--- config.mk ---
export PLATFORM = sky130hd
export DESIGN_NAME = dmac_top
export DESIGN_NICKNAME = d
export VERILOG_FILES = /design/src/hdl/dmac_pkg.sv /design/src/hdl/dmac_strobe_if.sv /design/src/hdl/dmac_pin_sync.sv /design/src/hdl/dmac_strobe_dec.sv /design/src/hdl/dmac_top.sv
export SDC_FILE = /design/constraint.sdc
export NUM_CORES = 1
export LEC_CHECK = 0
export BUFFER_PORTS_ARGS = -buffer_cell sky130_fd_sc_hd__buf_4
export CORE_ASPECT_RATIO = 0.75
export CORE_MARGIN = 4
export CORE_UTILIZATION = 40
export CTS_BUF_LIST = sky130_fd_sc_hd__clkbuf_8
export CTS_CLUSTER_DIAMETER = 200
export DETAILED_ROUTE_END_ITERATION = 7
export GPL_TIMING_DRIVEN = 0
export PLACE_DENSITY_LB_ADDON = 0.12
export SYNTH_ARGS = -nofsm -noshare
export SYNTH_HDL_FRONTEND = slang
export SYNTH_HIERARCHICAL = 1
export SYNTH_SLANG_ARGS = --single-unit
export TNS_END_PERCENT = 5
--- constraint.sdc ---
create_clock -name sys_clk_i -period 1.34 [get_ports sys_clk_i]
set_input_delay 0.134 -clock sys_clk_i [delete_from_list [all_inputs] [get_ports sys_clk_i]]
set_output_delay 0.134 -clock sys_clk_i [all_outputs]
set_load 0.05 [all_outputs]
--- src/hdl/dmac_pkg.sv ---
// Constants and types for the display memory access controller.
// Assumes one 125 MHz clock; processor bus and line address pins reach the core through three-flop sync.
// Functional notes
// - Strobe selector answers only I/O ports 52h to 55h, read and write.
// - Dual one-of-four decoder enabled by port range, bits 0-1 pick strobe.
// - Separate attribute and memory-map read and write strobes are produced.
// - Latch strobe loads data bits 0-2 and 7 into control outputs.
// - Data direction and gating follow memory read, request and attribute strobes.
// - Processor write cycles produce early write pulses to video and attribute memory.
// - Select and processor-access qualifiers come from request, refresh, region, timing clock.
// - While selected, processor address bits 1 to 10 drive memory address.
// - Video write data direct from processor; attribute data via buffer and mux.
// - Memory data paths are two-way so processor writes and reads back.
// - Refresh addresses all four blocks at once from line address bits 1-10.
// - Line address bit 0 picks output block, held while processor accesses.
// - Simple attribute option: black background, enable, flash, underline inactive.
package dmac_pkg;

  // I/O port map
  localparam logic [7:0] DMAC_PORT_ATTR   = 8'h52;
  localparam logic [7:0] DMAC_PORT_MEMMAP = 8'h53;
  localparam logic [7:0] DMAC_PORT_LATCH  = 8'h54;
  localparam logic [7:0] DMAC_PORT_STATUS = 8'h55;
  localparam logic [5:0] DMAC_GRP_LO      = 6'h14;
  localparam logic [5:0] DMAC_GRP_HI      = 6'h15;

  // Strobe indices inside the one-of-four group
  localparam int DMAC_IDX_ATTR   = 0;
  localparam int DMAC_IDX_MEMMAP = 1;
  localparam int DMAC_IDX_LATCH  = 2;
  localparam int DMAC_IDX_STATUS = 3;

  // Control latch fields and attribute port enable bit
  localparam int DMAC_BIT_TEXT_OFF = 0;
  localparam int DMAC_BIT_COLSEL = 1;
  localparam int DMAC_BIT_CTL2   = 2;
  localparam int DMAC_BIT_GFX    = 7;
  localparam int DMAC_BIT_ATTREN = 0;

  // Processor address fields
  localparam int DMAC_ABIT_BLOCK = 0;
  localparam int DMAC_ABIT_ATTR  = 11;

  // Reset values
  localparam logic [3:0] DMAC_CTL_RST    = 4'h0;
  localparam logic [7:0] DMAC_MEMMAP_RST = 8'h00;

  // Early write pulse timing
  localparam int DMAC_CLK_PS        = 8000;
  localparam int DMAC_WR_PULSE_NS   = 16;
  localparam int DMAC_WR_PULSE_CYC  = (DMAC_WR_PULSE_NS * 1000 + DMAC_CLK_PS - 1) / DMAC_CLK_PS;
  localparam int DMAC_WR_CNT_W      = 3;

  // Synchronised pin bundle
  typedef struct packed {
    logic [10:0] line_addr;
    logic [7:0]  cpu_data;
    logic [11:0] cpu_addr;
    logic        mem_read_n;
    logic        timing_clk;
    logic        region_n;
    logic        refresh_n;
    logic        mem_req;
  } dmac_pins_t;

endpackage

--- src/hdl/dmac_strobe_if.sv ---
// Strobe bundle between the port decoder and the controller core.
// Assumes both ends share sys_clk_i; strobes are combinational, active low.
`timescale 1ns/1ps
interface dmac_strobe_if;
  logic [3:0] rd_n;
  logic [3:0] wr_n;
  modport dec (output rd_n, output wr_n);
  modport use_side (input rd_n, input wr_n);
endinterface

--- src/hdl/dmac_pin_sync.sv ---
// Three-flop pin synchroniser with agreement filter.
// Assumes asynchronous inputs; output follows once stages two and three agree.
`timescale 1ns/1ps
module dmac_pin_sync #(
  parameter int W = 8
) (
  // Clock and reset
  input  wire logic         sys_clk_i,
  input  wire logic         rst_n_i,
  // Pins
  input  wire logic [W-1:0] pin_i,
  output logic      [W-1:0] sync_o
);
  import dmac_pkg::*;

  if (W < 1) begin : g_chk
    $error("dmac_pin_sync: W must be at least 1");
  end

  typedef struct packed {
    logic [W-1:0] s1;
    logic [W-1:0] s2;
    logic [W-1:0] s3;
    logic [W-1:0] q;
  } dmac_sync_t;

  dmac_sync_t st_reg;
  dmac_sync_t st_next;

  always_comb begin
    st_next    = st_reg;
    st_next.s1 = pin_i;
    st_next.s2 = st_reg.s1;
    st_next.s3 = st_reg.s2;
    st_next.q  = (st_reg.s2 & ~(st_reg.s2 ^ st_reg.s3)) | (st_reg.q & (st_reg.s2 ^ st_reg.s3));
  end

  always_ff @(posedge sys_clk_i) begin
    if (!rst_n_i) begin
      st_reg <= '0;
    end else begin
      st_reg <= st_next;
    end
  end

  assign sync_o = st_reg.q;
endmodule

--- src/hdl/dmac_strobe_dec.sv ---
// Dual one-of-four I/O strobe selector for ports 52h to 55h.
// Assumes io read and write strobes come from the same clock domain.
`timescale 1ns/1ps
module dmac_strobe_dec (
  // Processor I/O cycle
  input  wire logic [7:0] io_addr_i,
  input  wire logic       io_read_i,
  input  wire logic       io_write_i,
  // Strobes
  dmac_strobe_if.dec      sif
);
  import dmac_pkg::*;

  // Active-low one-of-four pick
  function automatic logic [3:0] pick4(input logic en, input logic [1:0] idx);
    logic [3:0] r;
    r = 4'hF;
    if (en) begin
      r[idx] = 1'b0;
    end
    return r;
  endfunction

  logic       in_range;
  logic [1:0] idx;

  // Upper lines and bit 1 enable the selector for the four ports only
  assign in_range = ((io_addr_i[7:2] == DMAC_GRP_LO) && io_addr_i[1])
                 || ((io_addr_i[7:2] == DMAC_GRP_HI) && !io_addr_i[1]);
  // Low two lines choose the strobe
  assign idx      = io_addr_i[1:0] ^ 2'h2;
  assign sif.rd_n = pick4(in_range && io_read_i, idx);
  assign sif.wr_n = pick4(in_range && io_write_i, idx);
endmodule

--- src/hdl/dmac_top.sv ---
// Display text and attribute memory access controller.
// Assumes pins from processor, display controller and memories are asynchronous;
// io strobes and register port are on sys_clk_i; memories are external SRAM.
`timescale 1ns/1ps
module dmac_top (
  // Clock and reset
  input  wire logic         sys_clk_i,
  input  wire logic         rst_n_i,
  // Register port (I/O cycles)
  input  wire logic [7:0]   io_addr_i,
  input  wire logic [7:0]   io_wdata_i,
  input  wire logic         io_write_i,
  input  wire logic         io_read_i,
  output logic      [7:0]   io_rdata_o,
  // Processor memory bus pins
  input  wire logic         buffered_mem_request_i,
  input  wire logic         buffered_refresh_n_i,
  input  wire logic         video_region_select_n_i,
  input  wire logic         access_timing_clock_i,
  input  wire logic         mem_read_n_i,
  input  wire logic [11:0]  cpu_addr_i,
  input  wire logic [7:0]   cpu_data_i,
  output logic      [7:0]   cpu_data_o,
  output logic              cpu_data_oe_o,
  // Display controller
  input  wire logic [10:0]  line_addr_i,
  // Memory blocks
  output logic      [9:0]   ram_addr_o,
  output logic      [7:0]   video_data_o,
  input  wire logic [15:0]  video_rdata_i,
  output logic      [1:0]   video_wr_n_o,
  output logic      [1:0]   attr_wr_n_o,
  input  wire logic [15:0]  attr_data_bus_i,
  output logic      [7:0]   attr_data_bus_o,
  output logic              attr_data_bus_oe_o,
  // Display data
  output logic      [7:0]   outgoing_text_data_o,
  output logic      [7:0]   outgoing_attr_data_o,
  // I/O strobes
  output logic              attr_read_strobe_n_o,
  output logic              attr_write_strobe_n_o,
  output logic              memmap_read_strobe_n_o,
  output logic              memmap_write_strobe_n_o,
  output logic              latch_in_strobe_n_o,
  output logic              latch_out_strobe_n_o,
  // Control latch
  output logic              text_off_o,
  output logic              colour_select_o,
  output logic              ctl_bit2_o,
  output logic              graphics_enable_ctl_o,
  // Simple attribute option
  output logic      [2:0]   bg_colour_o,
  output logic              attr_enable_ctl_o,
  output logic              flash_attr_o,
  output logic              underline_attr_o
);
  import dmac_pkg::*;

  typedef struct packed {
    logic                     tclk_d;
    logic                     sel;
    logic [DMAC_WR_CNT_W-1:0] wr_cnt;
    logic                     wr_blk;
    logic                     wr_attr;
    logic [1:0]               video_wr_n;
    logic [1:0]               attr_wr_n;
    logic [9:0]               ram_addr;
    logic [7:0]               video_data;
    logic [7:0]               attr_wbuf;
    logic [7:0]               cpu_rdata;
    logic                     cpu_oe;
    logic                     attr_oe;
    logic                     blk_sel;
    logic [7:0]               text_out;
    logic [7:0]               attr_out;
    logic [5:0]               strb_n;
    logic [3:0]               ctl;
    logic                     attr_path_en;
    logic [7:0]               memmap;
    logic [7:0]               io_rdata;
  } dmac_state_t;

  dmac_state_t  st_reg;
  dmac_state_t  st_next;
  dmac_pins_t   p;
  logic [$bits(dmac_pins_t)-1:0] p_raw;
  logic         tclk_rise;
  logic         qual;
  logic         start;
  logic         rd_cyc;
  logic         is_attr;

  dmac_strobe_if sif ();

  dmac_pin_sync #(
    .W ($bits(dmac_pins_t))
  ) u_sync (
    .sys_clk_i (sys_clk_i),
    .rst_n_i   (rst_n_i),
    .pin_i     ({line_addr_i, cpu_data_i, cpu_addr_i, mem_read_n_i, access_timing_clock_i,
                 video_region_select_n_i, buffered_refresh_n_i, buffered_mem_request_i}),
    .sync_o    (p_raw)
  );

  assign p = dmac_pins_t'(p_raw);

  dmac_strobe_dec u_dec (
    .io_addr_i  (io_addr_i),
    .io_read_i  (io_read_i),
    .io_write_i (io_write_i),
    .sif        (sif.dec)
  );

  assign tclk_rise = p.timing_clk && !st_reg.tclk_d;
  assign qual      = p.mem_req && p.refresh_n && !p.region_n;
  assign is_attr   = p.cpu_addr[DMAC_ABIT_ATTR];

  always_comb begin
    st_next        = st_reg;
    st_next.tclk_d = p.timing_clk;
    // Access qualifier opens on the timing clock edge, drops with the request
    st_next.sel    = qual && (st_reg.sel || tclk_rise);
    start          = st_next.sel && !st_reg.sel;
    rd_cyc         = st_next.sel && !p.mem_read_n;

    // Early write pulse, armed at the start of a write access
    if (start && p.mem_read_n) begin
      st_next.wr_cnt  = DMAC_WR_CNT_W'(DMAC_WR_PULSE_CYC);
      st_next.wr_blk  = p.cpu_addr[DMAC_ABIT_BLOCK];
      st_next.wr_attr = is_attr;
    end else if (st_reg.wr_cnt != '0) begin
      st_next.wr_cnt = st_reg.wr_cnt - 1'b1;
    end
    st_next.video_wr_n = 2'h3;
    st_next.attr_wr_n  = 2'h3;
    // Pulse trails the address by one cycle for address setup
    if (st_reg.wr_cnt != '0) begin
      if (!st_reg.wr_attr) begin
        st_next.video_wr_n[st_reg.wr_blk] = 1'b0;
      end else if (st_reg.attr_path_en) begin
        st_next.attr_wr_n[st_reg.wr_blk] = 1'b0;
      end
    end

    // Address multiplexer
    st_next.ram_addr = st_next.sel ? p.cpu_addr[10:1] : p.line_addr[10:1];

    // Write data paths: video direct, attribute via buffer
    st_next.video_data = p.cpu_data;
    if (start) begin
      st_next.attr_wbuf = p.cpu_data;
    end
    st_next.attr_oe = st_next.sel && p.mem_read_n && is_attr && st_reg.attr_path_en;

    // Read back to the processor
    st_next.cpu_oe = rd_cyc && (!is_attr || st_reg.attr_path_en);
    if (is_attr) begin
      st_next.cpu_rdata = p.cpu_addr[DMAC_ABIT_BLOCK] ? attr_data_bus_i[15:8] : attr_data_bus_i[7:0];
    end else begin
      st_next.cpu_rdata = p.cpu_addr[DMAC_ABIT_BLOCK] ? video_rdata_i[15:8] : video_rdata_i[7:0];
    end

    // Refresh output block choice, frozen during processor access
    if (!st_next.sel) begin
      st_next.blk_sel = p.line_addr[0];
    end
    if (!st_reg.sel) begin
      st_next.text_out = st_reg.blk_sel ? video_rdata_i[15:8] : video_rdata_i[7:0];
      st_next.attr_out = st_reg.blk_sel ? attr_data_bus_i[15:8] : attr_data_bus_i[7:0];
    end

    // Port strobes
    st_next.strb_n = {sif.wr_n[DMAC_IDX_LATCH], sif.rd_n[DMAC_IDX_LATCH],
                      sif.wr_n[DMAC_IDX_MEMMAP], sif.rd_n[DMAC_IDX_MEMMAP],
                      sif.wr_n[DMAC_IDX_ATTR], sif.rd_n[DMAC_IDX_ATTR]};

    // Port writes
    if (!sif.wr_n[DMAC_IDX_LATCH]) begin
      st_next.ctl = {io_wdata_i[DMAC_BIT_GFX], io_wdata_i[DMAC_BIT_CTL2],
                     io_wdata_i[DMAC_BIT_COLSEL], io_wdata_i[DMAC_BIT_TEXT_OFF]};
    end
    if (!sif.wr_n[DMAC_IDX_ATTR]) begin
      st_next.attr_path_en = io_wdata_i[DMAC_BIT_ATTREN];
    end
    if (!sif.wr_n[DMAC_IDX_MEMMAP]) begin
      st_next.memmap = io_wdata_i;
    end

    // Port reads, data valid in the following cycle only
    st_next.io_rdata = 8'h00;
    if (!sif.rd_n[DMAC_IDX_ATTR]) begin
      st_next.io_rdata = {7'h00, st_reg.attr_path_en};
    end else if (!sif.rd_n[DMAC_IDX_MEMMAP]) begin
      st_next.io_rdata = st_reg.memmap;
    end else if (!sif.rd_n[DMAC_IDX_LATCH]) begin
      st_next.io_rdata = {st_reg.ctl[3], 4'h0, st_reg.ctl[2:0]};
    end else if (!sif.rd_n[DMAC_IDX_STATUS]) begin
      st_next.io_rdata = {4'h0, (st_reg.wr_cnt != '0), st_reg.blk_sel, st_reg.sel, st_reg.attr_path_en};
    end
  end

  always_ff @(posedge sys_clk_i) begin
    if (!rst_n_i) begin
      st_reg            <= '0;
      st_reg.video_wr_n <= 2'h3;
      st_reg.attr_wr_n  <= 2'h3;
      st_reg.strb_n     <= 6'h3F;
      st_reg.ctl        <= DMAC_CTL_RST;
      st_reg.memmap     <= DMAC_MEMMAP_RST;
    end else begin
      st_reg <= st_next;
    end
  end

  assign io_rdata_o              = st_reg.io_rdata;
  assign cpu_data_o              = st_reg.cpu_rdata;
  assign cpu_data_oe_o           = st_reg.cpu_oe;
  assign ram_addr_o              = st_reg.ram_addr;
  assign video_data_o            = st_reg.video_data;
  assign video_wr_n_o            = st_reg.video_wr_n;
  assign attr_wr_n_o             = st_reg.attr_wr_n;
  assign attr_data_bus_o         = st_reg.attr_wbuf;
  assign attr_data_bus_oe_o      = st_reg.attr_oe;
  assign outgoing_text_data_o    = st_reg.text_out;
  assign outgoing_attr_data_o    = st_reg.attr_out;
  assign attr_read_strobe_n_o    = st_reg.strb_n[0];
  assign attr_write_strobe_n_o   = st_reg.strb_n[1];
  assign memmap_read_strobe_n_o  = st_reg.strb_n[2];
  assign memmap_write_strobe_n_o = st_reg.strb_n[3];
  assign latch_in_strobe_n_o     = st_reg.strb_n[4];
  assign latch_out_strobe_n_o    = st_reg.strb_n[5];
  assign text_off_o              = st_reg.ctl[0];
  assign colour_select_o         = st_reg.ctl[1];
  assign ctl_bit2_o              = st_reg.ctl[2];
  assign graphics_enable_ctl_o   = st_reg.ctl[3];
  // Simple attribute option: constant black background and idle attributes
  assign bg_colour_o             = 3'h0;
  assign attr_enable_ctl_o       = 1'b0;
  assign flash_attr_o            = 1'b0;
  assign underline_attr_o        = 1'b0;
endmodule

* Yosys cells after proc, flatten, opt, wreduce, memory -nomap -nowiden
Index checks and enable logic that the tools add are counted.
** Operators by class
- Bitwise operators :: 10
- Magnitude comparators :: 4
- Eq/ne operators :: 2
- Muxes and demuxes :: 18
- Reduce and logical (&&, ||, !) cells :: 32
- Add/subtract/negate cells :: 1
** Operators with widths (number)
- 36-bit bitwise AND :: 2
- 8-bit two-way mux :: 7
- 36-bit inverter :: 1
- 36-bit OR :: 1
- 36-bit bitwise XOR :: 1
- 1-bit logical AND :: 17
- 6-bit by 5-bit == test with 1-bit output, second input constant :: 2
- 10-bit two-way mux :: 1
- 4-bit two-way mux :: 2
- 1-bit zero test :: 6
- 2-bit two-way mux :: 2
- 4-bit inverter :: 1
- 4-bit AND reduction :: 1
- 1-bit logical OR :: 3
- 2-bit by 3-bit less-than comparator with 1-bit output, second input constant :: 1
- 1-bit two-way mux :: 3
- 3-bit two-way mux :: 1
- 1-bit inverter :: 3
- 3-bit nonzero test :: 1
- 3-bit OR reduction :: 1
- 3-bit by 1-bit subtractor with 3-bit output, second input constant :: 1
- 1-bit demux with 2-bit select :: 1
- 2-bit by 1-bit greater-or-equal comparator with 1-bit output, second input constant :: 1
- 1-bit by 2-bit less-than comparator with 1-bit output, second input constant :: 1
- other kinds (6) :: 6
** Word-level totals
- Output and inout bits :: 80
- Word-level logic and storage cells :: 94
- Input port bits :: 88
- Bits in registers :: 235

* Longest topological paths before layout
Gate-level depths: netlist of the first run.
- Word-level depth :: 11
- Gate-level depth with buffers :: 6
- Mapped depth without buffers :: 5

* Modules after synthesis
The synthesis of the first run kept the hierarchy.
** By module, submodules not included
- dmac_pin_sync :: area an instance 4540.6 um2, cells an instance 415, times used 1, seq. area each 2882.8 um2
- dmac_top :: area an instance 4071.4 um2, cells an instance 423, times used 1, seq. area each 1821.7 um2
- dmac_strobe_dec :: area an instance 108.9 um2, cells an instance 16, times used 1, seq. area each 0.0 um2

* Worst setup path before layout of the first run
No wires, ideal clock.
- Path kind :: flip-flop to flip-flop
- Start point :: reg with a tool-made name
- End point :: reg st_reg[86] (netlist bit)
- Buffers on the path :: 2
- Required time :: 1.224 ns
- Slack :: -0.106 ns
- Stages on the path, launching flop included :: 6
- Data arrival time :: 1.331 ns
- Path through :: dfxtp_1 buf_4 nand3b_4 or4_4 buf_6 and3_1
** RTL lines
- end signal, assigned :: line dmac_top.sv:211 : st_reg <= st_next;
- end, declared :: line dmac_top.sv:83 : dmac_state_t st_reg;

==> impl_metrics.env, run 1 <==
export IMPL_status="finished, violations left"
export IMPL_violations="setup timing"
export IMPL_die_area_mm2=0.0242
export IMPL_fp_dieW_um=178
export IMPL_core_mm2=0.0213
export IMPL_drt_initial_drc_count=261
export IMPL_dpl_hpwl_um=13500
export IMPL_synthCells=853
export IMPL_vias=6158
export IMPL_rows=46
export IMPL_synth_warning_count=6
export IMPL_finalSetupViolCount=2
export IMPL_hold_viol=0
export IMPL_holdPathEnd="video_wr_n_o[1]"
export IMPL_cts_tree="built"
export IMPL_period_needed_ps=1340
export IMPL_synth_area_mm2=0.00872
export IMPL_post_route_period_util=1.00
export IMPL_r2r_slack_ps=-5
export IMPL_drt_pass1_iter_count=6
export IMPL_die_height_um=136
export IMPL_grt_pass1_vias=6186
export IMPL_max_cap_viol_count=0
export IMPL_avgSynthCellArea_um2=10.2
export IMPL_cp_arrival_ps=1740
export IMPL_area_growth_pct=33.6
export IMPL_worstHoldStart="rst_n_i"
export IMPL_hold_class="primary input to flop"
export IMPL_required_ps=1740
export IMPL_ant_nets=0
export IMPL_layout_nets=1198
export IMPL_ios=168
export IMPL_cts_max_level=2
export IMPL_slew_viol_final=0
export IMPL_cts_path_max_buffers=3
export IMPL_clock_sinks=235
export IMPL_drive_above_1_share=0.352
export IMPL_final_util=0.547
export IMPL_path_max_fanout=5
export IMPL_layout_setup_ws_ps=-4.52
export IMPL_antennaDiodeCount=0
export IMPL_wl_per_cell_um=13.6
export IMPL_clock_latency_ps=510
export IMPL_io_buffers=161
export IMPL_p_leak_nw=5.48
export IMPL_irDropWorstVdd_mv=0.636
export IMPL_cts_root_buf="clkbuf_8"
export IMPL_routed_via_density=4.34
export IMPL_tightest_slew_ps=684
export IMPL_numCtsBuffers=38
export IMPL_whs_path_depth=4
export IMPL_globalRouteTotalUtil=0.159
export IMPL_route_detailed_drc=0
export IMPL_hold_slack_ps=41.0
export IMPL_n_fill_cell=1969
export IMPL_start_util=0.409
export IMPL_grt_max_degree=11
export IMPL_rsz0062_at_grt="true"
export IMPL_slew_headroom=0.544
export IMPL_grt_pass1_wl_um=30900
export IMPL_crit_type="flop to flop"
export IMPL_clkTransAtPathRegs_ps=60
export IMPL_reg2regPathDepth=3
export IMPL_grt_overflow_total=0
export IMPL_powerDensity_mw_per_mm2=1260
export IMPL_gp_congestion=0.741
export IMPL_crit_path_start_kind="flop"
export IMPL_antenna_found_initial=0
export IMPL_r2r_end="st_reg[86]"
export IMPL_endpoint_kind="flop"
export IMPL_routed_wirelength_um=19300
export IMPL_max_freq_ghz=0.744
export IMPL_finClkSkew_ps=10.5
==> where the power goes <==
group	total [mW]	switching, mW	leakage (nW)	internal [mW]
registers	7.31	0.0930	1.92	7.21
clock network	5.90	2.69	0.410	3.21
logic	1.41	0.689	3.15	0.718
total	14.6	3.47	5.48	11.1
==> through the flow <==
| step | setup WS, ps | power, mW | setup TNS (ps) | instances | cell area, µm² |
|---|---|---|---|---|---|
| 2_1_floorplan | -106 | 8.22 | -393 | 858 | 8730 |
| 3_3_place_gp | -336 | 8.68 | -12210 | 1307 | 10300 |
| 3_5_place_dp | -340 | 8.69 | -11830 | 1307 | 10300 |
| 4_1_cts | -45.4 | 14.8 | -111 | 1420 | 11600 |
| 5_1_grt | -74.3 | 15.3 | -393 | 1420 | 11600 |
| 6_report | -4.52 | 14.6 | -6.15 | 1420 | 11600 |
==> area by class of cell <==
cell class | count | area [µm²] | share of cell area
inverters | 13 | 53.8 | 0.00462
repair buffers | 217 | 1760 | 0.151
plain buffers | 142 | 1050 | 0.0906
clock buffers | 48 | 661 | 0.0567
well taps | 288 | 360 | 0.0310
clock inverters | 15 | 68.8 | 0.00591
flip-flops and latches | 235 | 4720 | 0.405
multi-input cells | 462 | 2970 | 0.255
==> placed cells by master (no fill, tap or decap), drive strengths merged, types with 2 or more instances in the layout <==
master	instances
or4	2
nor2b	3
clkbuf	68
nand2	113
nand4b	3
mux2i	37
dlygate4sd3	44
dfxtp	235
mux4	8
nor2	19
nor3b	6
and3b	2
nand2b	9
a31oi	2
or3	2
o21ai	3
conb	6
buf	295
o211ai	35
mux2	16
clkinv	8
inv	19
and2	118
a211oi	2
nand3	42
and3	5
nand3b	3
and4bb	2
a21oi	19
==> routing by layer <==
metal | track usage | vias to the layer above | wire [µm]
met3 | 0.0348 | 31 | 1060
met4 | 0.0452 | 0 | 343
met2 | 0.239 | 152 | 8110
met5 | 0 | - | 0
li1 | - | 3217 | -
met1 | 0.230 | 2758 | 9760
==> critical path, cell delays in order, from the launching register on <==
cell and delay, ps:
dfxtp_2 320, nand3b_4 170, or4_4 550, and3_4 190
==> repair_timing <==
action / CTS / global route
gates cloned: 1 / 0
pin swaps: 4 / 3
buffers inserted: 11 / 1
hold buffers: 44 / 0
setup endpoints to repair: 47 / 38
endpoints found under the hold margin: 49 / 0
gates resized for setup: 21 / 17
==> worst max-delay path by stage <==
stage,slack (ps),endpoint,startpoint
detailed placement,-340,ram_addr_o[6],st_reg[89]
CTS,-50,st_reg[86],flop
global route,-70,ram_addr_o[9],flop
floorplan,-110,st_reg[86],flop
finish,-5,st_reg[86],flop
global placement,-340,ram_addr_o[6],st_reg[89]
No activity file was read; power rests on OpenSTA's default activity.
==> inputs of run 2 (changes only) <==
--- a/config.mk
+++ b/config.mk
@@ -5,6 +5,7 @@
 export SDC_FILE = /design/constraint.sdc
 export NUM_CORES = 1
 export LEC_CHECK = 0
+export ABC_AREA = 1
 export BUFFER_PORTS_ARGS = -buffer_cell sky130_fd_sc_hd__buf_4
 export CORE_ASPECT_RATIO = 0.75
 export CORE_MARGIN = 4
==> run 2 against run 1 <==
Against the previous run:
- the run now ends clean
- setup slack improved by 5.0 ps
- register-to-register slack better by 40 ps
- clock power fell by 3%
- non-clock buffer count is 15 higher
- hold slack worse by 9.5 ps
- global-route usage up 0.42 points
- largest cell class unchanged
==> impl_metrics.env, run 2 <==
export IMPL_cp_arrival_ps=1720
export IMPL_reg2regPathDepth=5
export IMPL_cts_root_buf="clkbuf_8"
export IMPL_endpoint_kind="flop"
export IMPL_synthCells=1099
export IMPL_wl_per_cell_um=11.9
export IMPL_routed_via_density=4.23
export IMPL_rsz0062_at_grt="true"
export IMPL_antenna_found_initial=0
export IMPL_required_ps=1720
export IMPL_finalSetupViolCount=0
export IMPL_slew_headroom=0.631
export IMPL_irDropWorstVdd_mv=0.788
export IMPL_drive_above_1_share=0.282
export IMPL_r2r_slack_ps=40
export IMPL_numCtsBuffers=37
export IMPL_gp_congestion=0.884
export IMPL_path_max_fanout=6
export IMPL_period_needed_ps=1340
export IMPL_clkTransAtPathRegs_ps=70
export IMPL_p_leak_nw=6.35
export IMPL_clock_latency_ps=530
export IMPL_globalRouteTotalUtil=0.163
export IMPL_core_mm2=0.0214
export IMPL_synth_area_mm2=0.00883
export IMPL_powerDensity_mw_per_mm2=1220
export IMPL_ant_nets=0
export IMPL_drt_initial_drc_count=433
export IMPL_rows=46
export IMPL_ios=168
export IMPL_die_area_mm2=0.0246
export IMPL_area_growth_pct=34.6
export IMPL_tightest_slew_ps=553
export IMPL_post_route_period_util=1.00
export IMPL_max_freq_ghz=0.747
export IMPL_avgSynthCellArea_um2=8.04
export IMPL_max_cap_viol_count=0
export IMPL_cts_max_level=2
export IMPL_final_util=0.556
export IMPL_holdPathEnd="cpu_data_o[4]"
export IMPL_routed_wirelength_um=20100
export IMPL_whs_path_depth=5
export IMPL_r2r_end="cpu_data_o[5]"
export IMPL_synth_warning_count=6
export IMPL_slew_viol_final=0
export IMPL_hold_class="primary input to flop"
export IMPL_vias=7127
export IMPL_finClkSkew_ps=29.6
export IMPL_antennaDiodeCount=0
export IMPL_final_cell_mix="buf_4 (257), dfxtp_1 (232), inv_1 (185)"
export IMPL_cts_path_max_buffers=3
export IMPL_grt_max_degree=11
export IMPL_route_detailed_drc=0
export IMPL_final_common_cell="buf_4"
export IMPL_grt_pass1_vias=6817
export IMPL_dpl_hpwl_um=14000
export IMPL_crit_path_start_kind="primary input"
export IMPL_p_total_mw=14.5
export IMPL_clock_sinks=235
export IMPL_layout_nets=1462
export IMPL_finalSetupTns_ps=0
export IMPL_crit_type="primary input to flop"
export IMPL_die_height_um=137
export IMPL_start_util=0.413
export IMPL_io_buffers=160
export IMPL_grt_pass1_wl_um=33100
export IMPL_drt_pass1_iter_count=5
export IMPL_cts_tree="built"
export IMPL_hold_slack_ps=31.5
export IMPL_status="completed"
export IMPL_fp_dieW_um=180
export IMPL_worstHoldStart="video_rdata_i[4]"
export IMPL_grt_overflow_total=0
export IMPL_hold_viol=0
[run 2: area by class of cell]
| cell class | count | area, µm² |
|---|---|---|
| clock inverters | 16 | 65.1 |
| well taps | 288 | 360 |
| clock buffers | 46 | 633 |
| inverters | 187 | 713 |
| plain buffers | 144 | 1060 |
| repair buffers | 230 | 1940 |
| flip-flops and latches | 235 | 4710 |
| fillers | 2011 | 9520 |
| multi-input cells | 538 | 2420 |
[run 2: through the flow]
stage / cells / area (µm²) / setup WS (ps)
4_1_cts: 1684 / 11800 / -15.9
5_1_grt: 1684 / 11900 / -103
2_1_floorplan: 1104 / 8850 / 104
6_report: 1684 / 11900 / 0.470
3_3_place_gp: 1552 / 10400 / -199
3_5_place_dp: 1552 / 10400 / -175
[run 2: routing by layer]
metal  track usage  vias to the layer above  part of all wire  wire [µm]
li1              -                     3769                 -          -
met1         0.214                     3088              0.47       9530
met2         0.267                      223              0.44       8890
met3        0.0412                       47             0.062       1250
met4        0.0495                        0             0.021        431
met5             0                        -                 0          0
[run 2: worst max-delay path, stage by stage]
cell	delay, ps
dlygate4sd3_1	530
buf_4	120
nand2_1	50
inv_1	70
nand4_1	260
inv_2	220
nor2_1	100
o21ai_0	150
a21oi_1	90
[run 2: report_power, final]
part	switching, mW	internal [mW]	leakage [nW]	total [mW]
Combinational	0.759	0.683	4.02	1.44
Clock	2.68	3.07	0.409	5.75
Sequential	0.0972	7.21	1.92	7.31
[run 2: worst max path at each step]
stage,from,to,depth (start not counted)
4_1_cts,flop,attr_data_bus_o[0],7
3_5_place_dp,io_addr_i[5],io_rdata_o[0],9
5_1_grt,io_addr_i[0],io_rdata_o[0],9
3_3_place_gp,io_addr_i[5],io_rdata_o[0],9
6_report,io_addr_i[0],io_rdata_o[0],9
2_1_floorplan,st_reg[88],st_reg[87],5
[run 2: what timing repair did]
item | in CTS | in global routing
gates resized for setup | 12 | 25
endpoints found under the setup margin | 20 | 49
hold buffers | 69 | 0
buffers inserted | 1 | 0
pin swaps | 2 | 2
endpoints found under the hold margin | 75 | 0
cloned | 0 | 0
